File: config.mk
export PLATFORM = sky130hd
export DESIGN_NAME = csrg_chip_select_ready_gen
export DESIGN_NICKNAME = d
export VERILOG_FILES = /design/src/rtl/csrg_pkg.sv /design/src/rtl/csrg_chip_select_ready_gen.sv
export VERILOG_INCLUDE_DIRS = /design/src /design/src/rtl
export SDC_FILE = /design/constraint.sdc
export NUM_CORES = 1
export LEC_CHECK = 0
export BUFFER_PORTS_ARGS = -buffer_cell sky130_fd_sc_hd__buf_2
export CORE_UTILIZATION = 40
export DETAILED_ROUTE_END_ITERATION = 8
export GPL_TIMING_DRIVEN = 0
export PLACE_DENSITY = 0.67
export SLEW_MARGIN = 40
export SYNTH_ARGS = -nofsm -noshare
export SYNTH_HDL_FRONTEND = slang
export SYNTH_SLANG_ARGS = --single-unit
File: constraint.sdc
create_clock -name i_clk -period 3.8 [get_ports i_clk]
set_input_delay 0.38 -clock i_clk [delete_from_list [all_inputs] [get_ports i_clk]]
set_output_delay 0.38 -clock i_clk [all_outputs]
set_load 0.02 [all_outputs]
File: src/rtl/csrg_consts.svh
// What this block does
// - top region always ends at FFFFF
// - bottom region always starts at zero
// - bottom select when address at or below limit
// - bottom select idle until its register accessed
// - bottom region wait mode from its register
// - one-hot size field sets middle block size
// - middle block split into four quarter selects
// - middle base taken from base register bits
// - middle selects idle until both registers accessed
// - middle base wait mode shared by quarters
// - seven 128-byte peripheral windows above base
// - peripheral base from register bits 15 to 6
// - option bit swaps two selects for A1/A2
// - space bit picks memory or I/O peripherals
// - peripheral selects idle until both registers accessed
// - wait mode split between two peripheral groups
// - zero to three waits, ready honoured or ignored
// - three-bit wait field per select group
// - top bit ignores ready, low bits count
// - internal waits run parallel with external ready
// - top select when address at or above limit
// - top register resets to 1K, three waits
`ifndef CSRG_CONSTS_SVH
`define CSRG_CONSTS_SVH

// register indexes; byte address is four times the index
`define CSRG_IDX_TOP 10'h0A0
`define CSRG_IDX_BOTTOM 10'h0A2
`define CSRG_IDX_PERIPH 10'h0A4
`define CSRG_IDX_MBASE 10'h0A6
`define CSRG_IDX_MSIZE 10'h0A8

// reset values
`define CSRG_TOP_RST 16'hFFFB
`define CSRG_OTHER_RST 16'h0000

// fixed region ends
`define CSRG_TOP_END 20'hFFFFF
`define CSRG_BOTTOM_START 20'h00000

// field positions
`define CSRG_RDY_IGN 2
`define CSRG_EX_BIT 7
`define CSRG_MS_BIT 6

// peripheral windows
`define CSRG_PER_SPAN 20'h00380
`define CSRG_PER_PINS 3'h5

`endif

File: src/rtl/csrg_pkg.sv
package csrg_pkg;

	// bus cycle tracking
	typedef enum logic {CSRG_IDLE, CSRG_ACTIVE} csrg_state_type;

	// active-low select lines, grouped
	typedef struct packed {
		logic top_n;
		logic bottom_n;
		logic [3:0] mid_n;
		logic [6:0] per_n;
	} csrg_sel_type;

	// decoded wait mode
	typedef struct packed {
		logic ignore;
		logic [1:0] count;
	} csrg_wait_type;

endpackage

File: src/rtl/csrg_chip_select_ready_gen.sv
// Added by the designer: the Wishbone interface to the registers.
`timescale 1ns/1ps
`include "csrg_consts.svh"

module csrg_chip_select_ready_gen
	import csrg_pkg::*;
#(
	parameter int ADR_W = 12
)
(
	input wire logic i_clk,
	input wire logic i_rst,
	input wire logic i_wb_cyc,
	input wire logic i_wb_stb,
	input wire logic i_wb_we,
	input wire logic [ADR_W-1:0] i_wb_adr,
	input wire logic [3:0] i_wb_sel,
	input wire logic [31:0] i_wb_dat,
	output logic [31:0] o_wb_dat,
	output logic o_wb_ack,
	input wire logic i_cyc_start,
	input wire logic i_cyc_end,
	input wire logic [19:0] i_cyc_addr,
	input wire logic i_cyc_mem,
	input wire logic i_async_ready_in,
	input wire logic i_sync_ready_in,
	output logic o_ready,
	output logic o_top_region_select_n,
	output logic o_bottom_region_select_n,
	output logic [3:0] o_middle_region_selects_n,
	output logic [6:0] o_peripheral_selects_n
);

	// byte-lane merge of a write into a 16-bit register
	function automatic logic [15:0] merge(input logic [15:0] old, input logic [31:0] d,
		input logic [3:0] sel);
		return {sel[1] ? d[15:8] : old[15:8], sel[0] ? d[7:0] : old[7:0]};
	endfunction

	// quarter index of the middle block from the one-hot size
	function automatic logic [1:0] mid_quarter(input logic [19:0] a, input logic [6:0] f);
		logic [1:0] q;
		q = 2'h0;
		for (int k = 0; k < 7; k++)
		begin
			q = f[k] ? {a[12+k], a[11+k]} : q;
		end
		return q;
	endfunction

	// three ready bits to a wait mode
	function automatic csrg_wait_type to_wait(input logic [2:0] b);
		csrg_wait_type w;
		w.ignore = b[`CSRG_RDY_IGN];
		w.count = b[1:0];
		return w;
	endfunction

	// control registers, accessed flags and cycle state
	logic [15:0] top_r, bot_r, pbase_r, mbase_r, msize_r;
	logic bot_acc_r, pbase_acc_r, mbase_acc_r, msize_acc_r;
	logic [31:0] dat_r;
	csrg_state_type state_r, state_nxt;
	csrg_sel_type sel_r, sel_nxt;
	logic [1:0] cnt_r, cnt_nxt;
	logic ack_r, ign_r, ign_nxt, rdy_r, rdy_nxt, ex_r;
	logic arf1_r, arf2_r, srf1_r, srf2_r;

	// register bus decode
	wire [9:0] wb_idx = i_wb_adr[11:2];
	wire wb_req = i_wb_cyc && i_wb_stb && !ack_r;
	wire wb_wr = wb_req && i_wb_we;
	wire hit_top = (wb_idx == `CSRG_IDX_TOP) && (i_wb_adr[1:0] == 2'h0);
	wire hit_bot = (wb_idx == `CSRG_IDX_BOTTOM) && (i_wb_adr[1:0] == 2'h0);
	wire hit_pbase = (wb_idx == `CSRG_IDX_PERIPH) && (i_wb_adr[1:0] == 2'h0);
	wire hit_mbase = (wb_idx == `CSRG_IDX_MBASE) && (i_wb_adr[1:0] == 2'h0);
	wire hit_msize = (wb_idx == `CSRG_IDX_MSIZE) && (i_wb_adr[1:0] == 2'h0);
	wire [15:0] rd_mux = hit_top ? top_r :
		hit_bot ? bot_r :
		hit_pbase ? pbase_r :
		hit_mbase ? mbase_r :
		hit_msize ? msize_r : 16'h0000;

	// top and bottom region compare on the upper 16 address bits
	wire [19:0] addr = i_cyc_addr;
	wire [15:0] top_lim = {top_r[15:6], 6'h00};
	wire [15:0] bot_lim = {bot_r[15:6], 6'h3F};
	wire top_hit = i_cyc_mem && (addr[19:4] >= top_lim) && (addr <= `CSRG_TOP_END);
	wire bot_hit = i_cyc_mem && bot_acc_r && (addr >= `CSRG_BOTTOM_START)
		&& (addr[19:4] <= bot_lim);

	// middle block: base from bits 15..9, size mask from one-hot field
	wire [19:0] mid_mask = {msize_r[14:8] - 7'h01, 13'h1FFF};
	wire [19:0] mid_base = {mbase_r[15:9], 13'h0000};
	wire mid_on = mbase_acc_r && msize_acc_r;
	wire mid_hit = i_cyc_mem && mid_on && (((addr ^ mid_base) & ~mid_mask) == 20'h00000);
	wire [1:0] mid_q = mid_quarter(addr, msize_r[14:8]);

	// peripheral windows of 128 bytes above a 1K-aligned base
	wire [19:0] per_base = {pbase_r[15:6], 10'h000};
	wire [19:0] per_off = addr - per_base;
	wire per_space = (i_cyc_mem == msize_r[`CSRG_MS_BIT]);
	wire per_on = pbase_acc_r && msize_acc_r;
	wire [2:0] per_idx = per_off[9:7];
	wire per_pin_ok = msize_r[`CSRG_EX_BIT] || (per_idx < `CSRG_PER_PINS);
	wire addr_pins = per_on && !msize_r[`CSRG_EX_BIT];
	wire per_hit = per_space && per_on && (addr >= per_base) && (per_off < `CSRG_PER_SPAN)
		&& per_pin_ok;

	// wait mode per region; first match wins
	wire csrg_wait_type wait_top = to_wait(top_r[2:0]);
	wire csrg_wait_type wait_bot = to_wait(bot_r[2:0]);
	wire csrg_wait_type wait_mid = to_wait(mbase_r[2:0]);
	wire csrg_wait_type wait_per = (per_idx < 3'h4) ? to_wait(pbase_r[2:0])
		: to_wait(msize_r[2:0]);
	wire csrg_wait_type wait_none = '{ignore: 1'b0, count: 2'h0};
	wire csrg_wait_type wait_sel = top_hit ? wait_top :
		bot_hit ? wait_bot :
		mid_hit ? wait_mid :
		per_hit ? wait_per : wait_none;

	// external ready after two-flop synchronisers
	wire ext_rdy = arf2_r || srf2_r;

	// select pattern for the cycle being started
	always_comb
	begin
		sel_nxt.top_n = !top_hit;
		sel_nxt.bottom_n = !bot_hit;
		sel_nxt.mid_n = 4'hF;
		sel_nxt.per_n = 7'h7F;
		if (mid_hit)
		begin
			sel_nxt.mid_n[mid_q] = 1'b0;
		end
		if (per_hit)
		begin
			sel_nxt.per_n[per_idx] = 1'b0;
		end
		if (addr_pins)
		begin
			sel_nxt.per_n[6:5] = addr[2:1];
		end
	end

	// bus cycle sequencing and wait counting
	always_comb
	begin
		state_nxt = state_r;
		cnt_nxt = cnt_r;
		ign_nxt = ign_r;
		rdy_nxt = rdy_r;
		case (state_r)
			CSRG_IDLE:
			begin
				rdy_nxt = 1'b0;
			end
			CSRG_ACTIVE:
			begin
				if (cnt_r != 2'h0)
				begin
					cnt_nxt = cnt_r - 2'h1;
				end
				rdy_nxt = (cnt_r == 2'h0) && (ign_r || ext_rdy);
			end
			default:
			begin
				state_nxt = CSRG_IDLE;
			end
		endcase
		if (i_cyc_start)
		begin
			state_nxt = CSRG_ACTIVE;
			cnt_nxt = wait_sel.count;
			ign_nxt = wait_sel.ignore;
			rdy_nxt = 1'b0;
		end
		else if (i_cyc_end)
		begin
			state_nxt = CSRG_IDLE;
			rdy_nxt = 1'b0;
		end
	end

	// cycle state registers
	always_ff @(posedge i_clk)
	begin
		if (i_rst)
		begin
			state_r <= CSRG_IDLE;
			cnt_r <= 2'h0;
			ign_r <= 1'b0;
			rdy_r <= 1'b0;
		end
		else
		begin
			state_r <= state_nxt;
			cnt_r <= cnt_nxt;
			ign_r <= ign_nxt;
			rdy_r <= rdy_nxt;
		end
	end

	// selects: latched at start, released at end (A1/A2 pins keep their value unless ex_r is set)
	always_ff @(posedge i_clk)
	begin
		if (i_rst)
		begin
			sel_r <= '1;
			ex_r <= 1'b1;
		end
		else if (i_cyc_start)
		begin
			sel_r <= sel_nxt;
			ex_r <= !addr_pins;
		end
		else if (i_cyc_end)
		begin
			sel_r.top_n <= 1'b1;
			sel_r.bottom_n <= 1'b1;
			sel_r.mid_n <= 4'hF;
			sel_r.per_n[4:0] <= 5'h1F;
			if (ex_r)
			begin
				sel_r.per_n[6:5] <= 2'h3;
			end
		end
	end

	// ready pin synchronisers, two flops each; idle state ignores them
	always_ff @(posedge i_clk)
	begin
		arf1_r <= i_async_ready_in;
		arf2_r <= arf1_r;
		srf1_r <= i_sync_ready_in;
		srf2_r <= srf1_r;
	end

	// register bus answer one cycle after the request; any access marks a register
	always_ff @(posedge i_clk)
	begin
		if (i_rst)
		begin
			ack_r <= 1'b0;
			dat_r <= 32'h00000000;
			bot_acc_r <= 1'b0;
			pbase_acc_r <= 1'b0;
			mbase_acc_r <= 1'b0;
			msize_acc_r <= 1'b0;
		end
		else
		begin
			ack_r <= wb_req;
			if (wb_req)
			begin
				dat_r <= {16'h0000, rd_mux};
				bot_acc_r <= bot_acc_r || hit_bot;
				pbase_acc_r <= pbase_acc_r || hit_pbase;
				mbase_acc_r <= mbase_acc_r || hit_mbase;
				msize_acc_r <= msize_acc_r || hit_msize;
			end
		end
	end

	// control registers, byte-lane writes; accessed flags are set in the bus block above
	always_ff @(posedge i_clk)
	begin
		if (i_rst)
		begin
			top_r <= `CSRG_TOP_RST;
			bot_r <= `CSRG_OTHER_RST;
			pbase_r <= `CSRG_OTHER_RST;
			mbase_r <= `CSRG_OTHER_RST;
			msize_r <= `CSRG_OTHER_RST;
		end
		else if (wb_wr)
		begin
			top_r <= hit_top ? merge(top_r, i_wb_dat, i_wb_sel) : top_r;
			bot_r <= hit_bot ? merge(bot_r, i_wb_dat, i_wb_sel) : bot_r;
			pbase_r <= hit_pbase ? merge(pbase_r, i_wb_dat, i_wb_sel) : pbase_r;
			mbase_r <= hit_mbase ? merge(mbase_r, i_wb_dat, i_wb_sel) : mbase_r;
			msize_r <= hit_msize ? merge(msize_r, i_wb_dat, i_wb_sel) : msize_r;
		end
	end

	// outputs straight from flops
	assign o_wb_ack = ack_r;
	assign o_wb_dat = dat_r;
	assign o_ready = rdy_r;
	assign o_top_region_select_n = sel_r.top_n;
	assign o_bottom_region_select_n = sel_r.bottom_n;
	assign o_middle_region_selects_n = sel_r.mid_n;
	assign o_peripheral_selects_n = sel_r.per_n;
endmodule // csrg_chip_select_ready_gen

# Word level (Yosys, flattened, before mapping)
# Index checks and enable logic that the tools add are counted.
[op_classes]
reduce_logical = 58
eq_ne = 6
n_shift = 0
n_div = 0
magnitude_cmp = 12
mul = 0
n_mux = 33
bitwise_logic = 6
n_addsub = 3
[ops]
columns = ["cell", "n"]
rows = [
  ["$mux 16", 5],
  ["$eq 10x8->1 const B", 5],
  ["$reduce_and 3->1", 10],
  ["$mux 13", 2],
  ["$logic_and 1x1->1", 25],
  ["$mux 2", 12],
  ["$and 20x20->20", 1],
  ["$ge 20x1->1 const B", 1],
  ["$ge 20x20->1", 1],
  ["$le 20x20->1 const B", 1],
  ["$logic_not 20->1", 1],
  ["$lt 20x10->1 const B", 1],
  ["$not 20->20", 1],
  ["$sub 20x20->20", 1],
  ["$xor 20x20->20", 1],
  ["$ge 16x16->1", 1],
  ["$le 16x16->1", 1],
  ["$mux 3", 5],
  ["$reduce_bool 2->1", 5],
  ["$logic_or 1x1->1", 7],
  ["$mux 7", 1],
  ["$not 7->7", 1],
  ["$sub 7x1->7 const B", 1],
  ["$lt 3x3->1 const B", 2],
  ["17 further kinds", 26],
]
[totals]
ram_bits = 0
register_bits = 124
latchBits = 0
mem_count = 0
inputBits = 78
mem_bits_ro = 0
out_inout_bits = 47
elab_cells = 148

# Logic depth before layout (Yosys ltp)
# Gate-level depths: netlist of the first run.
[depth]
depth_word = 14
ltp_mapped = 10
mapped_depth_nobuf = 10

# Worst setup path before layout of the first run
# No wires, ideal clock.
[synth_path]
path_type = "input port to flip-flop"
startpoint = "input i_cyc_addr[10]"
endpoint = "register sel_r, in the netlist o_peripheral_selects_n[2]"
setup_time_ns = 0.122
n_path_buf = 0
path_slack_ns = 1.368
arrival_ns = 2.310
path_stages = 10
t_required_ns = 3.678
cell_sequence = "inv_1 > ha_1 > fa_1 > nand2b_1 > a21oi_1 > mux2i_1 > o2111ai_1 > nor4_4 > and4b_1 > a21oi_1"
[synth_via]
elab_chain_len = 6
word_cells_on_any_way = 8
cone_classes = "1 x add/sub; 2 x order compare; 2 x mux; 3 x reduce/logical"
[synth_rtl]
columns = ["item", "line_no", "source"]
rows = [
  ["start: declaration", "csrg_chip_select_ready_gen.sv:23", "input wire logic [19:0] i_cyc_addr,"],
  ["$sub 20x20->20 / $ge 20x20->1 (equally long branches)", "csrg_chip_select_ready_gen.sv:101, csrg_chip_select_ready_gen.sv:107", ""],
  ["$lt 20x10->1 (no line) / $logic_and 1x1->1 (equally long branches)", "--", ""],
  ["$logic_and 1x1->1 (*) (2 in series)", "csrg_chip_select_ready_gen.sv:107", "wire per_hit = per_space && per_on && (addr >= per_base) && (per_off < `CSRG_PER_SPAN)"],
  ["$mux 7 (*)", "csrg_chip_select_ready_gen.sv:136", "if (per_hit)"],
  ["$mux 13 (*)", "csrg_chip_select_ready_gen.sv:212", "else if (i_cyc_start)"],
  ["end signal: assignment", "csrg_chip_select_ready_gen.sv:214", "sel_r <= sel_nxt;"],
  ["end: declaration", "csrg_chip_select_ready_gen.sv:64", "csrg_sel_type sel_r, sel_nxt;"],
]
# Every way passes the cells marked *; elsewhere a longest branch is shown, timed or not.
# A chain may end at the register's enable or synchronous reset.

# Worst setup path in the final report of the first run
[layout_path]
startpoint = "register pbase_r[6]"
endpoint = "register ign_r"
[layout_via]
elab_chain_len = 8
word_cells_on_any_way = 10
cone_classes = "1 x add/sub; 2 x order compare; 4 x mux; 3 x reduce/logical"
[layout_rtl]
columns = ["item", "line_no", "source"]
rows = [
  ["start: declaration", "csrg_chip_select_ready_gen.sv:60", "logic [15:0] top_r, bot_r, pbase_r, mbase_r, msize_r;"],
  ["start signal: assignment", "csrg_chip_select_ready_gen.sv:272", "pbase_r <= `CSRG_OTHER_RST;"],
  ["start signal: assignment", "csrg_chip_select_ready_gen.sv:280", "pbase_r <= hit_pbase ? merge(pbase_r, i_wb_dat, i_wb_sel) : pbase_r;"],
  ["$sub 20x20->20 / $ge 20x20->1 (equally long branches)", "csrg_chip_select_ready_gen.sv:101, csrg_chip_select_ready_gen.sv:107", ""],
  ["$lt 20x10->1 (no line) / $logic_and 1x1->1 (equally long branches)", "--", ""],
  ["$logic_and 1x1->1 (*) (2 in series)", "csrg_chip_select_ready_gen.sv:107", ""],
  ["$mux 3 (*)", "csrg_chip_select_ready_gen.sv:120", "per_hit ? wait_per : wait_none;"],
  ["$mux 3 (*)", "csrg_chip_select_ready_gen.sv:119", "mid_hit ? wait_mid :"],
  ["$mux 3 (*)", "csrg_chip_select_ready_gen.sv:118", "bot_hit ? wait_bot :"],
  ["$mux 3 (*)", "csrg_chip_select_ready_gen.sv:117", "wire csrg_wait_type wait_sel = top_hit ? wait_top :"],
  ["end signal: assignment", "csrg_chip_select_ready_gen.sv:199", "ign_r <= ign_nxt;"],
  ["end: declaration", "csrg_chip_select_ready_gen.sv:66", "logic ack_r, ign_r, ign_nxt, rdy_r, rdy_nxt, ex_r;"],
]
# Marked as above.

==> results by group, run 1 <==
Status
  – Outcome: completed

Cells and area
  – Net count reported at finish: 1088
  – P&R area growth vs syn: 19.6%
  – Ant. Diodes: 0
  – Final-layout fill cell count: 1665
  – Share of layout cells above drive strength 1: 0.175
  – Commonest non-fill, non-tap cell in the layout: dfxtp_1
  – Fin cells: 1210
  – Commonest non-fill, non-tap cells in the layout: dfxtp_1 (124), nand2_1 (114), buf_2 (98)

Global routing
  – First-pass GRT wire length: 34600 µm
  – Initial antenna violation count: 0
  – Met1 Track Usage GR: 0.359
  – Most used routing layer: met2
  – Number of global-route vias before repair: 6200
  – Gr usage total: 0.256
  – Largest net degree at the start of global routing: 17
  – M3 GR Usage: 0.0521
  – Grt total ovfl: 0
  – M2 GR Usage: 0.376

Setup path
  – Worst Setup SP: pbase_r[6]
  – CP Depth: 9
  – Cell family with most CP delay: simple AND/OR/NAND/NOR gates
  – WP buf/inv: 0
  – WS Path Type: reg2reg
  – Reg2reg start: pbase_r[6]
  – Slowest cell delay on critical path: 0.53 ns
  – Worst path cell trace: ha_1, fa_1, nand2b_1, a21oi_1, mux2i_1, o2111ai_1, nor4_4, nand3_1, a211oi_1
  – Crit-path slowest cell: nor4_4
  – Max FO, Critical Path: 10
  – WP data arrival: 3.24 ns
  – CP startpoint kind: flip-flop
  – CP Data Required Time: 4.14 ns
  – R2R cell count: 9
  – Crit end category: flip-flop

Clocking
  – Clock Root Buffer: clkbuf_16
  – Latest clock arrival within the worst-skew pair: 0.43 ns
  – # Post-CTS Setup Buffers: 0
  – Clk slew on worst S/H paths: 0.05 ns
  – H-tree depth: 4
  – Hold buffer count at CTS: 0
  – Clk sinks: 124
  – CTS tree: yes
  – TritonCTS Buffers: 17
  – Clock Tree Buf Depth: 2
  – Post-CTS Resized: 0

Synthesis
  – FF+latch count, synth: 124
  – Synth area leaders: dfxtp_1 (36%), nand2_1 (6.2%), a21oi_1 (6.2%)
  – Sequential element share of the synthesized area: 0.360
  – Ys Warns: 0
  – Fraction of registers with async set/reset: 0
  – Distinct cells, synth: 71
  – Post-synth EDFFs: 0
  – Mean Syn Cell Area: 8.07 µm²
  – Cell accounting for the most synthesized area: dfxtp_1
  – Post-Syn Area: 0.00690 mm²
  – Top FF cell, synth: dfxtp_1
  – Cells after Synth: 855
  – Share of the synthesized area in the top cell type: 0.360

Hold path
  – Hold wc startpoint: i_async_ready_in
  – WHS Path Cells: 1
  – Hold crit path type: in2reg

Timing
  – F_max: 345 MHz
  – Final Skew: 0.0114 ns
  – Period utilization: 0.763
  – Setup_tns: 0 ns
  – Slew Viols, Final: 0
  – Tightest slew margin relative to the limit: 0.484
  – Crit path time final: 2.90 ns
  – RSZ-0062 raised after global routing: no
  – Fin. Hold Viols: 0
  – Worst-Margin Slew: 0.775 ns
  – # setup viols final: 0

Power and ir drop
  – Pwr per Cell Area: 391 mW/mm²
  – Power Total: 3.22 mW
  – Peak VDD IR: 0.381 mV
  – Leak: 3.10 nW

Routing
  – DR DRC count: 0
  – DR vias/cell: 5.58
  – Initial drt markers: 740
  – DR vias: 6753
  – ANT nets after route: 0
  – Pre-antenna DRT Iters: 5
  – Mean routed wirelength per cell: 18.6 µm
  – Routed WL: 22500 µm

Die
  – Die ar.: 0.0178 mm²
  – Die Ht: 133 µm
  – Placement Rows: 47
  – Initial Util: 0.413
  – # IOs: 125
  – Die X: 133 µm
  – Core ar.: 0.0167 mm²

Place
  – DP Wirelength: 16500 µm
  – Buffers on Ports: 88
  – Final Wtd Congestion: 0.896
  – Placed Cells: 1178

Run
  – Max-Cap Viols: 0
[registers in the layout, summed over array words and instances (netlist names), 2 cells and up]
name and flops:
bot_r 16, cnt_r 2, mbase_r 16, msize_r 16, o_middle_region_selects_n 4, o_peripheral_selects_n 7, o_wb_dat 16, pbase_r 16
top_r 16
[where the power goes]
part	internal, mW	total [mW]	leakage [nW]	switching, mW
combinational	0.102	0.299	1.81	0.198
sequential	1.31	1.32	1.00	0.00679
clock	0.995	1.60	0.283	0.610
[logic make-up after synthesis]
| group | count (synthesis) | share of synthesized area |
|---|---|---|
| and+or+nand+nor | 326 | 0.234 |
| AOI/OAI and AO/OA | 219 | 0.209 |
| DFF | 124 | 0.360 |
| buffers and inverters | 107 | 0.0720 |
| adders and majority gates | 33 | 0.0610 |
| muxes | 31 | 0.0459 |
| xor gates and xnor gates | 14 | 0.0178 |
| other | 1 | 0.000544 |
[final timing paths]
check                              end  slack, ns
worst max-delay path             ign_r       0.90
worst max register to register   ign_r       0.90
worst min register to register  srf2_r       0.32
worst min-delay path            arf1_r       0.05
[cells in the mapped netlist (12+ instances only)]
cell	n
o21ai_0	26
nor2_1	84
a22oi_1	12
a211o_1	17
nand3_1	36
inv_1	46
buf_4	18
mux2i_1	26
a211oi_1	15
nand2_1	114
clkbuf_1	30
a221oi_1	13
dfxtp_1	124
ha_1	32
a21oi_1	85
nor2b_1	12
[worst reg2reg max path: cells and delay by family (launching register included)]
| kind | cells | cell delay, ns |
|---|---|---|
| AO/OA/AOI/OAI | 3 | 0.67 |
| AND/OR/NAND/NOR | 3 | 0.87 |
| multiplexers | 1 | 0.29 |
| adder cells (fa/ha/maj) | 2 | 0.64 |
| flip-flops | 1 | 0.35 |
[per-layer routing]
metal,up-vias,wire [µm],part of all wire
met4,0,764,0.034
li1,3252,-,-
met3,50,2300,0.10
met1,3096,10000,0.45
met2,355,9400,0.42
met5,-,0,0
[through the flow]
stage	utilization	cell area [µm²]	worst slack, ns	hold WS (ns)
5_1_grt	0.494	8250	0.721	0.0501
6_report	0.494	8250	0.899	0.0515
3_5_place_dp	0.459	7670	0.760	0.315
2_1_floorplan	-	6950	1.37	0.310
4_1_cts	0.494	8250	0.955	0.0505
3_3_place_gp	0.459	7670	0.818	0.313
[area by class of cell]
class	instances	area [µm²]	area share
Inverter	46	173	0.0209
Tap cell	220	275	0.0334
Sequential cell	124	2480	0.301
Multi-Input combinational cell	639	3970	0.482
Timing Repair Buffer	88	440	0.0534
Clock inverter	11	118	0.0143
Buffer	61	324	0.0393
Clock buffer	21	460	0.0558
No activity file was read; power rests on OpenSTA's default activity.
==> inputs of run 2 (changes only) <==
--- a/config.mk
+++ b/config.mk
@@ -10,7 +10,7 @@
 export CORE_UTILIZATION = 40
 export DETAILED_ROUTE_END_ITERATION = 8
 export GPL_TIMING_DRIVEN = 0
-export PLACE_DENSITY = 0.67
+export PLACE_DENSITY = 0.69
 export SLEW_MARGIN = 40
 export SYNTH_ARGS = -nofsm -noshare
 export SYNTH_HDL_FRONTEND = slang
==> constraint.sdc (replaced) <==
create_clock -name i_clk -period 2.4 [get_ports i_clk]
set_input_delay 0.24 -clock i_clk [delete_from_list [all_inputs] [get_ports i_clk]]
set_output_delay 0.24 -clock i_clk [all_outputs]
set_load 0.02 [all_outputs]
==> run 2 against run 1 <==
Against the previous run: the run now ends with negative setup slack left; first-iteration DRC count fell by 8.8%; via count rose by 4.7%; sequential power rose by 58%; register-to-register slack got worse by 1.0 ns; maximum frequency rose by 16%; highest routed layer unchanged.
==> results by group, run 2 (synthesis gave the netlist of run 1 again) <==
Status
  – Outcome: finished, violations left
  – Failing checks: negative setup slack

Timing
  – Tightest slew margin relative to the limit: 0.497 (+0.0139)
  – Setup_tns: -0.597 ns (-0.597 ns)
  – RSZ-0062 raised after global routing: yes
  – F_max: 400 MHz (+16%)
  – Final Skew: 0.0150 ns (+0.00364 ns)
  – # setup viols final: 10 (+10)
  – Fin. Hold Viols: 0 (unchanged)
  – Crit path time final: 2.50 ns (-0.400 ns)
  – Period utilization: 1.04 (+0.279)
  – Worst-Margin Slew: 0.754 ns (-0.0208 ns)
  – Final worst slack: -0.101 ns (-1.00 ns)
  – Slew Viols, Final: 0 (unchanged)

Cells and area
  – Commonest non-fill, non-tap cells in the layout: nand2_1 (114), dfxtp_1 (113), buf_2 (95)
  – Core Util, Final: 0.528 (+0.0344)
  – Net count reported at finish: 1109 (+1.9%)
  – Ant. Diodes: 0 (unchanged)
  – Design area: 0.00882 mm² (+7.0%)
  – Share of layout cells above drive strength 1: 0.242 (+0.0676)
  – Commonest non-fill, non-tap cell in the layout: nand2_1
  – P&R area growth vs syn: 27.9%

Power and ir drop
  – Gate power share: 0.097 (+0.004)
  – Pwr per Cell Area: 614 mW/mm² (+57%)
  – Psw: 1.30 mW (+60%)
  – Sw Ratio: 0.240 (-0.0125)
  – Sequential share of power: 0.385 (-0.024)
  – Total internal power: 4.12 mW (+71%)
  – Leak: 3.32 nW (+7.2%)
  – Clock share of power: 0.518 (+0.020)
  – Peak VDD IR: 0.597 mV (+57%)

Die
  – Die X: 133 µm (unchanged)
  – Initial Util: 0.413 (unchanged)
  – # IOs: 125 (unchanged)
  – Core ar.: 0.0167 mm² (unchanged)
  – Die Ht: 133 µm (unchanged)
  – Die ar.: 0.0178 mm² (unchanged)
  – Placement Rows: 47 (unchanged)

Global routing
  – First-pass GRT wire length: 36400 µm (+5.2%)
  – Grt total ovfl: 0 (unchanged)
  – Gr usage total: 0.270 (+0.0135)
  – Initial antenna violation count: 0 (unchanged)
  – Number of global-route vias before repair: 6584 (+6.2%)
  – Largest net degree at the start of global routing: 17 (unchanged)

Place
  – Placed Area: 0.00767 mm² (unchanged)
  – Final Wtd Congestion: 0.936 (+4.4%)
  – Buffers on Ports: 88 (unchanged)
  – DP Wirelength: 16600 µm (+1.1%)
  – Post-Place Worst Slack: -0.478 ns (-1.24 ns)

Routing
  – DR DRC count: 0 (unchanged)
  – Pre-antenna DRT Iters: 5 (unchanged)
  – DR vias: 7073 (+4.7%)
  – DR vias/cell: 5.75 (+3.0%)
  – Routed WL: 23700 µm (+5.6%)
  – Initial drt markers: 675 (-8.8%)
  – Mean routed wirelength per cell: 19.3 µm (+3.8%)
  – ANT nets after route: 0 (unchanged)

Clocking
  – Clock Tree Buf Depth: 2 (unchanged)
  – CTS tree: yes
  – H-tree depth: 4 (unchanged)
  – Clock Root Buffer: clkbuf_16
  – Clk sinks: 124 (unchanged)
  – Clk slew on worst S/H paths: 0.06 ns (about the same)
  – TritonCTS Buffers: 17 (unchanged)
  – Latest clock arrival within the worst-skew pair: 0.43 ns (about the same)

Setup path
  – CP Data Required Time: 2.72 ns (-1.42 ns)
  – Crit-path most repeated cell: nand4_1
  – WP data arrival: 2.82 ns (-0.42 ns)
  – WS Path Type: reg2reg
  – Crit end category: flip-flop
  – CP startpoint kind: flip-flop
  – Max FO, Critical Path: 5 (-5)
  – Worst path cell trace: ha_4, fa_2, xnor2_2, nor4_2, nand4_1, nor4_4, buf_4, clkbuf_16, nand4_1, o21a_1
  – Slowest cell delay on critical path: 0.36 ns (-0.17 ns)
  – Crit-path slowest cell: dfxtp_4

Hold path
  – Hold crit path type: in2reg

Run
  – Max-Cap Viols: 0 (unchanged)
-- run 2: power groups by stage --
stage | clock network, mW | registers, mW | logic [mW]
after floorplan | 0 | 2.15 | 0.262
after global placement | 0 | 2.13 | 0.463
after detailed placement | 0 | 2.13 | 0.467
after CTS | 2.80 | 2.09 | 0.509
after global routing | 2.90 | 2.09 | 0.564
final | 2.81 | 2.09 | 0.528
-- run 2: layer usage --
metal / up-vias / GRT usage / wire (µm)
li1: 3301 / - / -
met1: 3351 / 0.370 / 10400
met2: 368 / 0.413 / 10500
met3: 53 / 0.0590 / 2140
met4: 0 / 0.0991 / 613
met5: - / 0 / 0
-- run 2: worst max-delay path, delay by kind of cell (launching register included) --
family,cells,cell delay (ns)
adder cells (fa/ha/maj),2,0.52
flip-flops,1,0.36
buffers and inverters,2,0.33
AND/OR/NAND/NOR,4,0.89
AO/OA/AOI/OAI,1,0.14
XOR/XNOR,1,0.15
-- run 2: cell type report --
cell class              instances  area [µm²]
fillers                      1574        7880
multi-input cells             640        4280
flip-flops and latches        124        2510
repair buffers                111         639
clock buffers                  19         443
plain buffers                  58         309
well taps                     220         275
clock inverters                13         196
inverters                      46         175
-- run 2: what timing repair did --
action	4_1_cts	5_1_grt
endpoints found under the setup margin	15	25
endpoints found under the hold margin	2	0
gates resized for setup	48	29
buffers inserted	11	10
hold buffers	2	0
cloned	2	0
pin swaps	15	14
-- run 2: worst paths after layout --
path / slack (ns) / end / cells after the start / startpoint
worst max register to register: -0.10 / o_peripheral_selects_n[0] / 10 / pbase_r[6]
worst max-delay path: -0.10 / o_peripheral_selects_n[0] / 10 / pbase_r[6]
worst min register to register: 0.33 / srf2_r / 0 / srf1_r
worst min-delay path: 0.10 / top_r[3] / 2 / i_wb_dat[3]
-- run 2: per-stage QoR --
stage,cells,hold WS [ns],power (mW)
finish,1231,0.104,5.42
floorplan,870,0.268,2.41
detailed placement,1178,0.315,2.60
global placement,1178,0.312,2.60
global route,1231,0.0992,5.56
CTS,1222,0.0955,5.40
